[src/hwc_pkg.sv]
// package: register map, field positions, timing and carrier types for host wake control
package hwc_pkg;
  // ==========================================================
  // register byte offsets
  localparam logic [11:0] OFF_PORT_CFG = 12'h000;
  localparam logic [11:0] OFF_RX_CTRL = 12'h004;
  localparam logic [11:0] OFF_WAKE_CTRL = 12'h008;
  localparam logic [11:0] OFF_WAKE_FILT = 12'h00c;
  localparam logic [11:0] OFF_WAKE_STAT = 12'h010;
  localparam logic [11:0] OFF_APM_CFG = 12'h014;
  localparam logic [11:0] OFF_STA_W0 = 12'h018;
  localparam logic [11:0] OFF_STA_W1 = 12'h01c;
  localparam logic [11:0] OFF_STA_W2 = 12'h020;
  localparam logic [11:0] OFF_STA_LOW = 12'h024;
  localparam logic [11:0] OFF_STA_HIGH = 12'h028;
  localparam logic [11:0] OFF_CAP_CTRL = 12'h02c;
  localparam logic [11:0] OFF_CAP_LEN = 12'h030;
  localparam logic [11:0] OFF_CAP_CLR = 12'h034;
  localparam logic [11:0] OFF_FLEX_VAL = 12'h100;
  localparam logic [11:0] OFF_FLEX_MSK = 12'h140;
  localparam logic [11:0] OFF_CAP_BUF = 12'h200;
  // ==========================================================
  // field positions
  localparam int BIT_CAP_ENABLE = 2;
  localparam int BIT_ARMED = 4;
  localparam int BIT_TAB_ACCESS = 2;
  localparam int BIT_APM_WAKE_ENABLE = 0;
  localparam int BIT_LSC_EN = 4;
  localparam int BIT_LSC_ONLY = 5;
  localparam int BIT_LINK_CHANGED_FLAG = 0;
  localparam int BIT_PATTERN = 1;
  localparam int BIT_NO_MGMT = 11;
  localparam int BIT_APM_CFG_EN = 10;
  localparam int BIT_ADDR_VALID = 31;
  localparam int BIT_CAP_ARM = 4;
  // ==========================================================
  // reset values and sizes
  localparam logic [31:0] RST_WORD = 32'h0000_0000;
  localparam logic [15:0] FILT_KEEP = 16'hf7fc;
  localparam int FLEX_ENTRIES = 16;
  localparam int CAP_BYTES = 128;
  localparam int HDR_BYTES = 14;
  localparam int PAT_BYTES = 96;
  localparam int SYNC_FF = 6;
  // ==========================================================
  // timing
  localparam int CLK_HZ = 25000000;
  localparam int RESEND_MS = 50;
  localparam int RESEND_CYCLES = (CLK_HZ / 1000) * RESEND_MS;
  // ==========================================================
  // carrier: per-frame filter verdicts from the receive classifier
  typedef struct packed {
    logic addr_pass;
    logic mgmt_pass;
    logic host_route;
    logic [15:0] hit;
  } hwc_verdict_t;
  typedef enum logic [1:0] {
    WK_IDLE,
    WK_REQ,
    WK_SEND,
    WK_WAIT_ACK
  } hwc_wake_st_t;
endpackage

[src/hwc_wake_ctrl.sv]
// host wake controller: registers, wake detection, pin and message handshake
// Behaviour
// - capability enable opens wake function and filter register page; code gates only table access and flex writes with it, not wake detection
// - table access enable permits writes to flex value and mask tables
// - host clears table access, then sets armed to start detection
// - detected wake event drives wake request pin low
// - release message drops pin and sends wake source message
// - no new pin request until source message sent and acknowledged
// - held wake packet is never overwritten while wake active
// - in-band wake message resent after 50 ms without armed change
// - APM config enable first, then station address words copied in
// - writing third address word sets address valid bit
// - pattern match sets status flag and signals in-band wake
// - pattern wake works when either its enable or apm_wake_enable is set; disabled only by clearing both
// - link-only mode wakes on link change when both enables set
// - qualifying link change sets link flag and starts wake
// - link-only without enables: no link wake, filter bit reads zero
// - filter control bit 0 enables wake on link change
// - address filter plus enabled wake filter wakes, sets match flags
// - stored length readable, zero means none; write clears it
// - filter active only when enabled; management gate on matches
// - six 0xff then sixteen station addresses form a wake pattern
`timescale 1ns/1ps
module hwc_wake_ctrl #(
  parameter int RESEND_CYCLES = hwc_pkg::RESEND_CYCLES
) (
  input wire logic clk_i,
  input wire logic rst_i,
  input wire logic wb_cyc_i,
  input wire logic wb_stb_i,
  input wire logic wb_we_i,
  input wire logic [11:0] wb_adr_i,
  input wire logic [3:0] wb_sel_i,
  input wire logic [31:0] wb_dat_i,
  output logic [31:0] wb_dat_o,
  output logic wb_ack_o,
  input wire logic rx_clk_i,
  input wire logic rx_dv_i,
  input wire logic [7:0] rx_data_i,
  input wire hwc_pkg::hwc_verdict_t verdict_i,
  input wire logic link_up_i,
  input wire logic release_msg_i,
  input wire logic hub_ack_i,
  output logic [15:0] src_msg_o,
  output logic src_msg_valid_o,
  input wire logic src_msg_ready_i,
  output logic inband_wake_o,
  output logic wake_request_n_o
);
  // ==========================================================
  // state
  logic armed, cap_en, tab_access, apm_wake_enable, lsc_en, lsc_only, apm_cfg_en, cap_arm;
  logic [15:0] wake_filter_control_reg, wake_status_reg;
  logic [31:0] sta_low, sta_high;
  logic [31:0] flex_val [0:hwc_pkg::FLEX_ENTRIES-1];
  logic [31:0] flex_msk [0:hwc_pkg::FLEX_ENTRIES-1];
  logic [7:0] cap_mem [0:hwc_pkg::CAP_BYTES-1];
  logic [7:0] cap_len;
  logic cap_held;
  logic wr, rd_ok, armed_prev;
  logic [31:0] rd_val;
  logic [15:0] wake_filter_control_reg_rd;
  hwc_pkg::hwc_wake_st_t st;
  logic [20:0] resend_cnt;
  logic resend_run;
  // ==========================================================
  // input synchronisers
  logic clk_s1, clk_s2, clk_s3, dv_s1, dv_s2, link_s1, link_s2, link_s3;
  logic [7:0] dat_s1, dat_s2;
  always_ff @(posedge clk_i)
  begin
    clk_s1 <= rx_clk_i;
    clk_s2 <= clk_s1;
    clk_s3 <= clk_s2;
    dv_s1 <= rx_dv_i;
    dv_s2 <= dv_s1;
    dat_s1 <= rx_data_i;
    dat_s2 <= dat_s1;
    link_s1 <= link_up_i;
    link_s2 <= link_s1;
    link_s3 <= link_s2;
  end
  logic rx_edge, byte_v, in_frame, frame_end;
  assign rx_edge = clk_s2 & ~clk_s3;
  assign byte_v = rx_edge & dv_s2;
  assign frame_end = rx_edge & ~dv_s2 & in_frame;
  // ==========================================================
  // wishbone slave: one wait state, ack for one cycle
  assign wr = wb_cyc_i & wb_stb_i & wb_we_i & ~wb_ack_o & (&wb_sel_i);
  always_ff @(posedge clk_i)
  begin
    if (rst_i)
      wb_ack_o <= 1'b0;
    else
      wb_ack_o <= wb_cyc_i & wb_stb_i & ~wb_ack_o;
  end
  // ==========================================================
  // control registers
  logic flex_we, tab_open;
  assign tab_open = cap_en & ~armed;
  always_ff @(posedge clk_i)
  begin
    if (rst_i)
    begin
      armed <= 1'b0;
      cap_en <= 1'b0;
      tab_access <= 1'b0;
      apm_wake_enable <= 1'b0;
      lsc_en <= 1'b0;
      lsc_only <= 1'b0;
      wake_filter_control_reg <= hwc_pkg::RST_WORD[15:0];
      apm_cfg_en <= 1'b0;
      cap_arm <= 1'b0;
    end
    else if (wr)
    begin
      unique case (wb_adr_i)
        hwc_pkg::OFF_PORT_CFG:
        begin
          armed <= wb_dat_i[hwc_pkg::BIT_ARMED];
          cap_en <= wb_dat_i[hwc_pkg::BIT_CAP_ENABLE];
        end
        hwc_pkg::OFF_RX_CTRL:
          if (tab_open)
            tab_access <= wb_dat_i[hwc_pkg::BIT_TAB_ACCESS];
        hwc_pkg::OFF_WAKE_CTRL:
        begin
          apm_wake_enable <= wb_dat_i[hwc_pkg::BIT_APM_WAKE_ENABLE];
          lsc_en <= wb_dat_i[hwc_pkg::BIT_LSC_EN];
          lsc_only <= wb_dat_i[hwc_pkg::BIT_LSC_ONLY];
        end
        hwc_pkg::OFF_WAKE_FILT:
          wake_filter_control_reg <= wb_dat_i[15:0];
        hwc_pkg::OFF_APM_CFG:
          apm_cfg_en <= wb_dat_i[hwc_pkg::BIT_APM_CFG_EN];
        hwc_pkg::OFF_CAP_CTRL:
          cap_arm <= wb_dat_i[hwc_pkg::BIT_CAP_ARM];
        default:
        begin
        end
      endcase
    end
  end
  // ==========================================================
  // station address copy
  always_ff @(posedge clk_i)
  begin
    if (rst_i)
    begin
      sta_low <= hwc_pkg::RST_WORD;
      sta_high <= hwc_pkg::RST_WORD;
    end
    else if (wr && apm_cfg_en)
    begin
      if (wb_adr_i == hwc_pkg::OFF_STA_W0)
        sta_low[15:0] <= wb_dat_i[15:0];
      if (wb_adr_i == hwc_pkg::OFF_STA_W1)
        sta_low[31:16] <= wb_dat_i[15:0];
      if (wb_adr_i == hwc_pkg::OFF_STA_W2)
        sta_high <= {1'b1, 15'h0000, wb_dat_i[15:0]};
    end
  end
  // ==========================================================
  // flexible filter tables
  // writes need access enable
  assign flex_we = wr & tab_access & tab_open & (wb_adr_i[11:7] == 5'h02);
  always_ff @(posedge clk_i)
  begin
    if (flex_we && !wb_adr_i[6])
      flex_val[wb_adr_i[5:2]] <= wb_dat_i;
    if (flex_we && wb_adr_i[6])
      flex_msk[wb_adr_i[5:2]] <= wb_dat_i;
  end
  // ==========================================================
  // wake pattern scanner
  logic [10:0] byte_idx;
  logic [2:0] ff_run, pos;
  logic [6:0] pat_cnt;
  logic pat_hit;
  logic [7:0] sta_byte;
  always_comb
  begin
    unique case (pos)
      3'h0: sta_byte = sta_low[7:0];
      3'h1: sta_byte = sta_low[15:8];
      3'h2: sta_byte = sta_low[23:16];
      3'h3: sta_byte = sta_low[31:24];
      3'h4: sta_byte = sta_high[7:0];
      3'h5: sta_byte = sta_high[15:8];
      default: sta_byte = 8'h00;
    endcase
  end
  always_ff @(posedge clk_i)
  begin
    if (rst_i || frame_end)
    begin
      in_frame <= 1'b0;
      byte_idx <= 11'h000;
      ff_run <= 3'h0;
      pos <= 3'h0;
      pat_cnt <= 7'h00;
      pat_hit <= 1'b0;
    end
    else if (byte_v)
    begin
      in_frame <= 1'b1;
      if (byte_idx != 11'h7ff)
        byte_idx <= byte_idx + 11'h001;
      if (byte_idx >= 11'(hwc_pkg::HDR_BYTES) && !pat_hit)
      begin
        if (pat_cnt != 7'h00)
        begin
          if (dat_s2 == sta_byte)
          begin
            pat_cnt <= pat_cnt + 7'h01;
            pos <= (pos == 3'h5) ? 3'h0 : pos + 3'h1;
            if (pat_cnt == 7'(hwc_pkg::PAT_BYTES - 1))
              pat_hit <= 1'b1;
          end
          else
          begin
            pat_cnt <= 7'h00;
            pos <= 3'h0;
            ff_run <= (dat_s2 == 8'hff) ? 3'h1 : 3'h0;
          end
        end
        else if (dat_s2 == 8'hff)
        begin
          if (ff_run != 3'(hwc_pkg::SYNC_FF))
            ff_run <= ff_run + 3'h1;
        end
        else if (ff_run == 3'(hwc_pkg::SYNC_FF) && dat_s2 == sta_byte)
        begin
          pat_cnt <= 7'h01;
          pos <= 3'h1;
          ff_run <= 3'h0;
        end
        else
          ff_run <= 3'h0;
      end
    end
  end
  // ==========================================================
  // wake qualification
  logic pat_wake, mgmt_ok, pkt_wake, link_chg, link_wake, wake_evt;
  logic [15:0] hits;
  assign mgmt_ok = ~verdict_i.mgmt_pass | ~wake_filter_control_reg[hwc_pkg::BIT_NO_MGMT] | verdict_i.host_route;
  assign hits = verdict_i.hit & wake_filter_control_reg & hwc_pkg::FILT_KEEP;
  assign pat_wake = pat_hit & (apm_wake_enable | wake_filter_control_reg[hwc_pkg::BIT_PATTERN]);
  assign pkt_wake = frame_end & armed & verdict_i.addr_pass & mgmt_ok & (pat_wake | (|hits));
  assign link_chg = link_s2 ^ link_s3;
  assign link_wake = armed & link_chg & (lsc_only ? (apm_wake_enable & lsc_en) :
                     (wake_filter_control_reg[hwc_pkg::BIT_LINK_CHANGED_FLAG] | (apm_wake_enable & lsc_en)));
  assign wake_evt = pkt_wake | link_wake;
  assign wake_filter_control_reg_rd = {wake_filter_control_reg[15:1], wake_filter_control_reg[hwc_pkg::BIT_LINK_CHANGED_FLAG] & ~(lsc_only & ~(apm_wake_enable & lsc_en))};
  // ==========================================================
  // wake status, sticky, write one to clear, set wins
  logic [15:0] wus_set, wus_clr;
  always_comb
  begin
    wus_set = 16'h0000;
    if (link_wake)
      wus_set[hwc_pkg::BIT_LINK_CHANGED_FLAG] = 1'b1;
    if (pkt_wake)
    begin
      wus_set = wus_set | hits;
      wus_set[hwc_pkg::BIT_PATTERN] = pat_wake;
    end
  end
  assign wus_clr = (wr && wb_adr_i == hwc_pkg::OFF_WAKE_STAT) ? wb_dat_i[15:0] : 16'h0000;
  always_ff @(posedge clk_i)
  begin
    if (rst_i)
      wake_status_reg <= hwc_pkg::RST_WORD[15:0];
    else
      wake_status_reg <= (wake_status_reg & ~wus_clr) | wus_set;
  end
  // ==========================================================
  // wake packet capture
  logic cap_clr;
  assign cap_clr = wr & (wb_adr_i == hwc_pkg::OFF_CAP_CLR);
  always_ff @(posedge clk_i)
  begin
    if (byte_v && cap_arm && !cap_held && byte_idx < 11'(hwc_pkg::CAP_BYTES))
      cap_mem[byte_idx[6:0]] <= dat_s2;
  end
  always_ff @(posedge clk_i)
  begin
    if (rst_i)
    begin
      cap_held <= 1'b0;
      cap_len <= 8'h00;
    end
    else if (pkt_wake && cap_arm && !cap_held)
    begin
      cap_held <= 1'b1;
      cap_len <= (byte_idx > 11'(hwc_pkg::CAP_BYTES)) ? 8'(hwc_pkg::CAP_BYTES) : byte_idx[7:0];
    end
    else if (cap_clr)
    begin
      cap_held <= 1'b0;
      cap_len <= 8'h00;
    end
  end
  // ==========================================================
  // pin and message handshake
  always_ff @(posedge clk_i)
  begin
    if (rst_i)
      st <= hwc_pkg::WK_IDLE;
    else
    begin
      unique case (st)
        hwc_pkg::WK_IDLE:
          if (wake_evt)
            st <= hwc_pkg::WK_REQ;
        hwc_pkg::WK_REQ:
          if (release_msg_i)
            st <= hwc_pkg::WK_SEND;
        hwc_pkg::WK_SEND:
          if (src_msg_ready_i)
            st <= hwc_pkg::WK_WAIT_ACK;
        hwc_pkg::WK_WAIT_ACK:
          if (hub_ack_i)
            st <= hwc_pkg::WK_IDLE;
          else if (release_msg_i)
            st <= hwc_pkg::WK_SEND;
      endcase
    end
  end
  always_ff @(posedge clk_i)
  begin
    if (rst_i)
      wake_request_n_o <= 1'b1;
    else
      wake_request_n_o <= ~((st == hwc_pkg::WK_IDLE && wake_evt) ||
                            (st == hwc_pkg::WK_REQ && !release_msg_i));
  end
  always_ff @(posedge clk_i)
  begin
    if (rst_i)
      src_msg_o <= 16'h0000;
    else if (st == hwc_pkg::WK_REQ || st == hwc_pkg::WK_WAIT_ACK)
      src_msg_o <= wake_status_reg;
  end
  assign src_msg_valid_o = (st == hwc_pkg::WK_SEND);
  // ==========================================================
  // in-band wake message and resend timer
  logic resend_due;
  assign resend_due = resend_run && armed == armed_prev && resend_cnt == 21'(RESEND_CYCLES - 1);
  always_ff @(posedge clk_i)
  begin
    if (rst_i)
    begin
      inband_wake_o <= 1'b0;
      resend_run <= 1'b0;
      resend_cnt <= 21'h000000;
      armed_prev <= 1'b0;
    end
    else
    begin
      armed_prev <= armed;
      inband_wake_o <= wake_evt | resend_due;
      if (armed != armed_prev)
      begin
        resend_run <= 1'b0;
        resend_cnt <= 21'h000000;
      end
      else if (wake_evt || resend_due)
      begin
        resend_run <= 1'b1;
        resend_cnt <= 21'h000000;
      end
      else if (resend_run)
        resend_cnt <= resend_cnt + 21'h000001;
    end
  end
  // ==========================================================
  // read mux
  always_comb
  begin
    rd_val = 32'h0000_0000;
    rd_ok = 1'b1;
    if (wb_adr_i[11:7] == 5'h02)
      rd_val = wb_adr_i[6] ? flex_msk[wb_adr_i[5:2]] : flex_val[wb_adr_i[5:2]];
    else if (wb_adr_i[11:8] == 4'h2 && wb_adr_i[7:2] < 6'h3f)
      rd_val = {16'h0000, cap_mem[{wb_adr_i[7:2], 1'b1}], cap_mem[{wb_adr_i[7:2], 1'b0}]};
    else
    begin
      unique case (wb_adr_i)
        hwc_pkg::OFF_PORT_CFG: rd_val = {27'h0, armed, 1'b0, cap_en, 2'h0};
        hwc_pkg::OFF_RX_CTRL: rd_val = {29'h0, tab_access, 2'h0};
        hwc_pkg::OFF_WAKE_CTRL: rd_val = {26'h0, lsc_only, lsc_en, 3'h0, apm_wake_enable};
        hwc_pkg::OFF_WAKE_FILT: rd_val = {16'h0, wake_filter_control_reg_rd};
        hwc_pkg::OFF_WAKE_STAT: rd_val = {16'h0, wake_status_reg};
        hwc_pkg::OFF_APM_CFG: rd_val = {21'h0, apm_cfg_en, 10'h0};
        hwc_pkg::OFF_STA_LOW: rd_val = sta_low;
        hwc_pkg::OFF_STA_HIGH: rd_val = sta_high;
        hwc_pkg::OFF_CAP_CTRL: rd_val = {27'h0, cap_arm, 4'h0};
        hwc_pkg::OFF_CAP_LEN: rd_val = {24'h0, cap_len};
        default: rd_ok = 1'b0;
      endcase
    end
  end
  always_ff @(posedge clk_i)
  begin
    if (rst_i)
      wb_dat_o <= 32'h0000_0000;
    else if (wb_cyc_i && wb_stb_i && !wb_ack_o)
      wb_dat_o <= rd_ok ? rd_val : 32'h0000_0000;
  end
  // ==========================================================
  // checks
  property p_pin_on_event;
    @(posedge clk_i) disable iff (rst_i)
    (st == hwc_pkg::WK_IDLE && wake_evt) |=> !wake_request_n_o && (st == hwc_pkg::WK_REQ);
  endproperty
  a_pin_on_event: assert property (p_pin_on_event) else $error("pin not raised on wake");
  property p_release;
    @(posedge clk_i) disable iff (rst_i)
    (st == hwc_pkg::WK_REQ && release_msg_i) |=> wake_request_n_o && src_msg_valid_o;
  endproperty
  a_release: assert property (p_release) else $error("release not honoured");
  property p_no_reassert;
    @(posedge clk_i) disable iff (rst_i)
    (st == hwc_pkg::WK_WAIT_ACK && !hub_ack_i) |=> wake_request_n_o;
  endproperty
  a_no_reassert: assert property (p_no_reassert) else $error("pin before ack");
  property p_link_changed_flag_zero;
    @(posedge clk_i) disable iff (rst_i)
    (lsc_only && !(apm_wake_enable && lsc_en)) |-> !wake_filter_control_reg_rd[hwc_pkg::BIT_LINK_CHANGED_FLAG] && !link_wake;
  endproperty
  a_link_changed_flag_zero: assert property (p_link_changed_flag_zero) else $error("link bit not masked");
  property p_addr_valid;
    @(posedge clk_i) disable iff (rst_i)
    (wr && apm_cfg_en && wb_adr_i == hwc_pkg::OFF_STA_W2) |=> sta_high[hwc_pkg::BIT_ADDR_VALID];
  endproperty
  a_addr_valid: assert property (p_addr_valid) else $error("address valid not set");
  property p_held;
    @(posedge clk_i) disable iff (rst_i)
    (cap_held && !cap_clr) |=> $stable(cap_len) && cap_held;
  endproperty
  a_held: assert property (p_held) else $error("held packet changed");
  property p_resend;
    @(posedge clk_i) disable iff (rst_i)
    (resend_due && armed == armed_prev) |=> inband_wake_o;
  endproperty
  a_resend: assert property (p_resend) else $error("no resend");
  property p_pattern_flag;
    @(posedge clk_i) disable iff (rst_i)
    (pkt_wake && pat_wake) |=> wake_status_reg[hwc_pkg::BIT_PATTERN] ##0 inband_wake_o;
  endproperty
  a_pattern_flag: assert property (p_pattern_flag) else $error("pattern flag missing");
endmodule

[config.mk]
export PLATFORM = sky130hd
export DESIGN_NAME = hwc_wake_ctrl
export DESIGN_NICKNAME = d
export VERILOG_FILES = /design/src/hwc_pkg.sv /design/src/hwc_wake_ctrl.sv
export SDC_FILE = /design/constraint.sdc
export NUM_CORES = 2
export LEC_CHECK = 0
export ABC_AREA = 1
export BUFFER_PORTS_ARGS = -buffer_cell sky130_fd_sc_hd__clkbuf_2
export CAP_MARGIN = 20
export CORE_MARGIN = 1
export CORE_UTILIZATION = 34
export DETAILED_ROUTE_END_ITERATION = 6
export HOLD_SLACK_MARGIN = 0.06
export PLACE_DENSITY = 0.55
export SLEW_MARGIN = 20
export SYNTH_ARGS = -nofsm -noshare
export SYNTH_HDL_FRONTEND = slang
export SYNTH_SLANG_ARGS = --single-unit
[constraint.sdc]
create_clock -name clk_i -period 5.75 [get_ports clk_i]
set_input_delay 0 -clock clk_i [delete_from_list [all_inputs] [get_ports clk_i]]
set_output_delay 0 -clock clk_i [all_outputs]
set_load 0.01 [all_outputs]
* Word-level counts from Yosys, hierarchy flattened
Memory sizes are Yosys's and may differ from the RTL's.
Cells that the tools add are included.
** Word-level totals
- Bits in registers :: 224
- RAM bits :: 2048
- Bits of input ports :: 86
- Output and inout bits :: 52
- Logic and storage cells :: 230
- Memories kept :: 3
** Memory list
- cap_mem :: depth 128, width 8, rd ports 2, clocked after memory_dff 0, wr ports 1, RTL line hwc_wake_ctrl.sv:57 : logic [7:0] cap_mem [0:hwc_pkg::CAP_BYTES-1];
- flex_msk :: depth 16, width 32, rd ports 1, clocked after memory_dff 0, wr ports 1, RTL line hwc_wake_ctrl.sv:56 : logic [31:0] flex_msk [0:hwc_pkg::FLEX_ENTRIES-1];
- flex_val :: depth 16, width 32, rd ports 1, clocked after memory_dff 0, wr ports 1, RTL line hwc_wake_ctrl.sv:55 : logic [31:0] flex_val [0:hwc_pkg::FLEX_ENTRIES-1];
** Cells by class
- $add $sub $neg :: 5
- Magnitude comparators :: 4
- Eq/ne operators :: 37
- Multiplexer cells :: 43
- Bitwise gates (word level) :: 46
- Reductions and logical operators :: 52
** Operators by type and width (number)
- 32-bit one-hot mux with 10 select lines :: 1
- 32-bit two-way mux :: 4
- 12-bit by 6-bit == test with 1-bit output (second input constant) :: 6
- 12-bit by 5-bit == test with 1-bit output (second input constant) :: 4
- 8-bit one-hot mux with 6 select lines :: 1
- 16-bit AND :: 2
- 16-bit two-way mux :: 2
- 7-bit two-way mux :: 4
- 3-bit two-way mux :: 9
- 1-bit AND :: 24
- 12-bit by 4-bit == test with 1-bit output (second input constant) :: 2
- 8-bit two-way mux :: 3
- 21-bit by 1-bit adder with 21-bit output (second input constant) :: 1
- 21-bit == test (second input constant) :: 1
- 2-bit AND reduction :: 10
- 1-bit logical AND :: 18
- 16-bit NOT :: 1
- 1-bit by 16-bit bitwise OR with 16-bit output :: 1
- 16-bit bitwise OR :: 1
- 1-bit two-way mux :: 14
- 13-bit OR reduction :: 1
- 12-bit by 3-bit == test with 1-bit output (second input constant) :: 1
- 12-bit logical NOT :: 1
- 4-bit AND reduction :: 3
- 40 further kinds :: 72

* Depth between registers and ports, before layout
- Word-level depth :: 12
- Mapped depth :: 20
- Depth with buffers taken out :: 18

* Least setup slack after synthesis
No wires, ideal clock.
- Path type :: reg-to-reg
- Start :: register wb_ack_o
- End :: memory flex_msk[3][0], enable pin
- Library setup time :: 0.461 ns
- Data arrival time :: 3.755 ns
- Required time :: 5.289 ns
- Path slack :: 1.534 ns
- Stages on the path, launching flop included :: 9
- Buffers on the path :: 1
- Period minus slack after synthesis :: 4.216 ns
- Cell sequence :: dfxtp_1 > nor2_4 > inv_2 > nor4_4 > inv_2 > nor2_1 > nand4_1 > clkbuf_1 > nor3_1
** On the way
- Cells in the longest elaborated chain, start to end :: 9
** RTL lines
- from (decl) :: RTL line hwc_wake_ctrl.sv:36 : output logic wb_ack_o,
- from (signal assigned) :: RTL line hwc_wake_ctrl.sv:95 : wb_ack_o <= wb_cyc_i & wb_stb_i & ~wb_ack_o;
- 1-bit NOT :: RTL line hwc_wake_ctrl.sv:89 : assign wr = wb_cyc_i & wb_stb_i & wb_we_i & ~wb_ack_o & (&wb_sel_i);
- 1-bit AND (2 in series) :: RTL line hwc_wake_ctrl.sv:89
- 1-bit AND (3 in series) :: RTL line hwc_wake_ctrl.sv:166 : assign flex_we = wr & tab_access & tab_open & (wb_adr_i[11:7] == 5'h02);
- 1-bit logical AND :: RTL line hwc_wake_ctrl.sv:171 : if (flex_we && wb_adr_i[6])
- 1-bit two-way mux :: RTL line hwc_wake_ctrl.sv:171
- 1-bit two-way mux (implied by the code) :: RTL line hwc_wake_ctrl.sv:172 : flex_msk[wb_adr_i[5:2]] <= wb_dat_i;
- to (decl) :: RTL line hwc_wake_ctrl.sv:56
No other way between the ends.

* Worst setup path after layout
- Start :: input port wb_stb_i
- End :: memory flex_val[6][7], enable pin
** On the way
- Cells in the longest elaborated chain, start to end :: 10
** RTL lines
- from (decl) :: RTL line hwc_wake_ctrl.sv:30 : input wire logic wb_stb_i,
- 1-bit AND (4 in series) :: RTL line hwc_wake_ctrl.sv:89
- 1-bit AND (3 in series) :: RTL line hwc_wake_ctrl.sv:166
- 1-bit logical AND :: RTL line hwc_wake_ctrl.sv:169 : if (flex_we && !wb_adr_i[6])
- 1-bit two-way mux :: RTL line hwc_wake_ctrl.sv:169
- 1-bit two-way mux (implied by the code) :: RTL line hwc_wake_ctrl.sv:170 : flex_val[wb_adr_i[5:2]] <= wb_dat_i;
- to (decl) :: RTL line hwc_wake_ctrl.sv:55
No other way between the ends.

==> impl_metrics.ini <==
[status]
outcome = finished clean

[sta]
period_needed_ps = 4880
finalSetupViolations = 0
max_freq_ghz = 0.205
slew_violations = 0
rsz0062_at_grt = no
tightest_slew_ps = 1200
skew_ps = 91.9
period_share_pct = 84.9
finalHoldViolCount = 0
slew_headroom_pct = 20.1
finalSetupTns_ps = 0

[final_layout]
nets = 6935
multi_input_area_um2 = 18700
drive_above_1_share_pct = 10.1
largest_register_ffs = 1024
fin_area_um2 = 100000
regArea_um2 = 66000
area_growth_syn_to_layout_pct = 15.7
fillers = 23600

[placement]
dp_hpwl_um = 148000
place.gp.congestion = 0.880
numPortBuffers = 134
dpl_cell_area_um2 = 91500

[clocking]
post_cts.repair.setup_buffers = 0
clkTransAtPathRegs_ps = 60
numCtsBuffers = 230
clockBufferDepth = 3
insertion_delay_ps = 890
cts_tree = built
ctsResizeCount = 0
root_buffer = clkbuf_16
clock_sinks = 2272
htreeDepth = 4

[drt]
wl_per_cell_um = 25.0
drt_pass1_iterations = 6
drc = 0
drtIter0Drc = 6753
vias = 56000
postRouteAntennaNets = 0
via_per_inst = 5.38
wirelength_um = 260000

[setup_path]
endpoint = flex_val[6][7]$_DFFE_PP_
critical_path.cell_chain = dlygate4sd3_1 -> clkbuf_2 -> nand2_1 -> dlygate4sd3_1 -> nor2_4 -> buf_4 -> inv_2 -> nor4_4 -> dlygate4sd3_1 -> inv_2 -> nor2_1 -> nand4_1 -> buf_4 -> nor3_2 -> buf_4
cp.depth = 15
path_max_fanout = 35
arrival_ps = 5310
critical-path-max-stage-delay_ps = 780
reg2reg_to = flex_val[6][7]$_DFFE_PP_
crit_type = primary input to flip-flop
path_buf_inv = 9
critPathLaunch = wb_stb_i
endpoint_kind = flip-flop
reg2reg_slack_ps = 870
rr_startpoint = wb_ack_o$_SDFF_PP0_
crit_path_start_kind = primary input
crit_slowest_cell = dlygate4sd3_1
rr_worst_depth = 11
required_ps = 6180
crit_family = buffers and inverters

[synth]
ys_types = 51
synth_fp_nets = 6675
synth_ff_type = edfxtp_1
synth_area_per_cell_um2 = 13.2
yosysTopAreaCellShare_pct = 70.8
synth_top_cells_by_area = edfxtp_1 (71%), dfxtp_1 (5.2%), o22ai_1 (5.1%), nor2_1 (4.9%), nand2_1 (3.3%)
synth-seq-area-share_pct = 76.0
synthCells = 6581
syn_area_um2 = 86800
ys_ff_latch = 2272
yosys_warnings = 0
yosysTopAreaCell = edfxtp_1
synth_edf_count = 2048
synth-async-reset-ratio_pct = 0

[floorplan]
die_area_um2 = 257000
coreArea_um2 = 254000
fp.dieW_um = 507
io_pins = 138
std_cell_rows = 185
fp.dieH_um = 507
start_util_pct = 34.2

[worst_hold_path]
hp-class = primary input to flip-flop

[grt]
grt_pass1_wl_um = 372000
overflow = 0
grt_pass1_vias = 52900
antenna_found_initial = 11
grt_usage_pct = 19.6
grt_max_degree = 127

[power_and_ir_drop]
clockPowerShare_pct = 43.5
power_switching_mw = 7.73
p_leak_nw = 33.1
combPwrFrac_pct = 4.4
internal-power_mw = 26.9
irDropWorstVdd_mv = 0.312
p_per_area_nw_per_um2 = 345
seqPwrFrac_pct = 52.1
swShare_pct = 22.3

[flow_run]
maxCapViolCount = 0
synth_stat cells (74+ instances only):
| cell | count |
|---|---|
| o22a_1 | 74 |
| dfxtp_1 | 224 |
| inv_1 | 154 |
| nor2_1 | 1133 |
| edfxtp_1 | 2048 |
| buf_2 | 189 |
| clkbuf_1 | 121 |
| a21oi_1 | 174 |
| o22ai_1 | 705 |
| o21ai_0 | 374 |
| nand2_1 | 759 |
| nand3_1 | 150 |
cell families after synthesis:
group | count (synthesis) | synth area share, %
AO/OA/AOI/OAI | 1481 | 10.2
AND/OR/NAND/NOR | 2248 | 10.6
XOR/XNOR | 24 | 0.242
flip-flops | 2272 | 76.0
buffers and inverters | 548 | 2.80
adder cells (fa/ha/maj) | 8 | 0.115
worst min path at each step:
stage | startpoint | end | slack [ps] | cells after the start
finish | wb_sel_i[0] | sta_low[26]$_SDFFE_PP0P_ | 130 | 7
global route | wb_sel_i[0] | sta_low[26]$_SDFFE_PP0P_ | 90 | 7
CTS | wb_adr_i[9] | armed$_SDFFE_PP0P_ | 70 | 7
detailed placement | rx_data_i[2] | dat_s1[2]$_DFF_P_ | 110 | 1
global placement | rx_data_i[2] | dat_s1[2]$_DFF_P_ | 110 | 1
floorplan | rx_clk_i | clk_s1$_DFF_P_ | 30 | 0
metal layers:
metal	vias to the layer above	GRT usage [%]	part of all wire (%)
li1	25000	-	-
met1	28400	28.2	43
met2	2302	31.0	46
met3	344	2.84	7.6
met4	6	5.29	2.5
met5	-	0	0.015
power groups by stage:
stage	sequential, mW	clock, mW	combinational [mW]
2_1_floorplan	18.4	0	0.736
3_3_place_gp	18.4	0	1.45
3_5_place_dp	18.4	0	1.46
4_1_cts	18.0	15.3	1.52
5_1_grt	18.0	15.9	1.63
6_report	18.0	15.1	1.53
final cells by class:
cell class              count  area share, %
clock buffers             278           6.00
repair buffers            399           3.29
clock inverters           155           1.59
inverters                 177          0.666
flip-flops and latches   2272           65.7
diodes                      2        0.00498
multi-input cells        3761           18.6
well taps                3366           4.19
layout by cell type (no fill, tap or decap), types with 74 or more instances in the layout:
cell,count
edfxtp_1,2048
nor2_1,1130
nand2_1,758
o22ai_1,705
o21ai_0,374
clkbuf_16,232
dfxtp_1,216
a21oi_1,174
inv_1,151
nand3_1,146
clkbuf_2,132
dlygate4sd3_1,131
buf_4,111
o22a_1,74
timing repair:
item                       in CTS  in global routing
hold endpoints to repair     1156                  0
hold buffers                  131                  0
setup endpoints to repair       0                  0
worst reg2reg max path, delay by kind of cell (launching register included):
| kind | cells | cell delay (ps) |
|---|---|---|
| AND/OR/NAND/NOR | 5 | 1590 |
| flip-flops | 1 | 330 |
| buffers and inverters | 6 | 2470 |
per-stage QoR:
step / hold WS (ps) / util [%] / setup slack (ps) / total power [mW] / std cells
3_5_place_dp: 106 / 36.0 / 1680 / 19.8 / 9842
3_3_place_gp: 106 / 36.0 / 1720 / 19.8 / 9841
2_1_floorplan: 27.7 / - / 1530 / 19.1 / 6581
6_report: 127 / 39.6 / 867 / 34.6 / 10400
4_1_cts: 74.7 / 39.6 / 977 / 34.8 / 10400
5_1_grt: 94.7 / 39.6 / 840 / 35.5 / 10400
No activity file was read; power rests on OpenSTA's default activity.
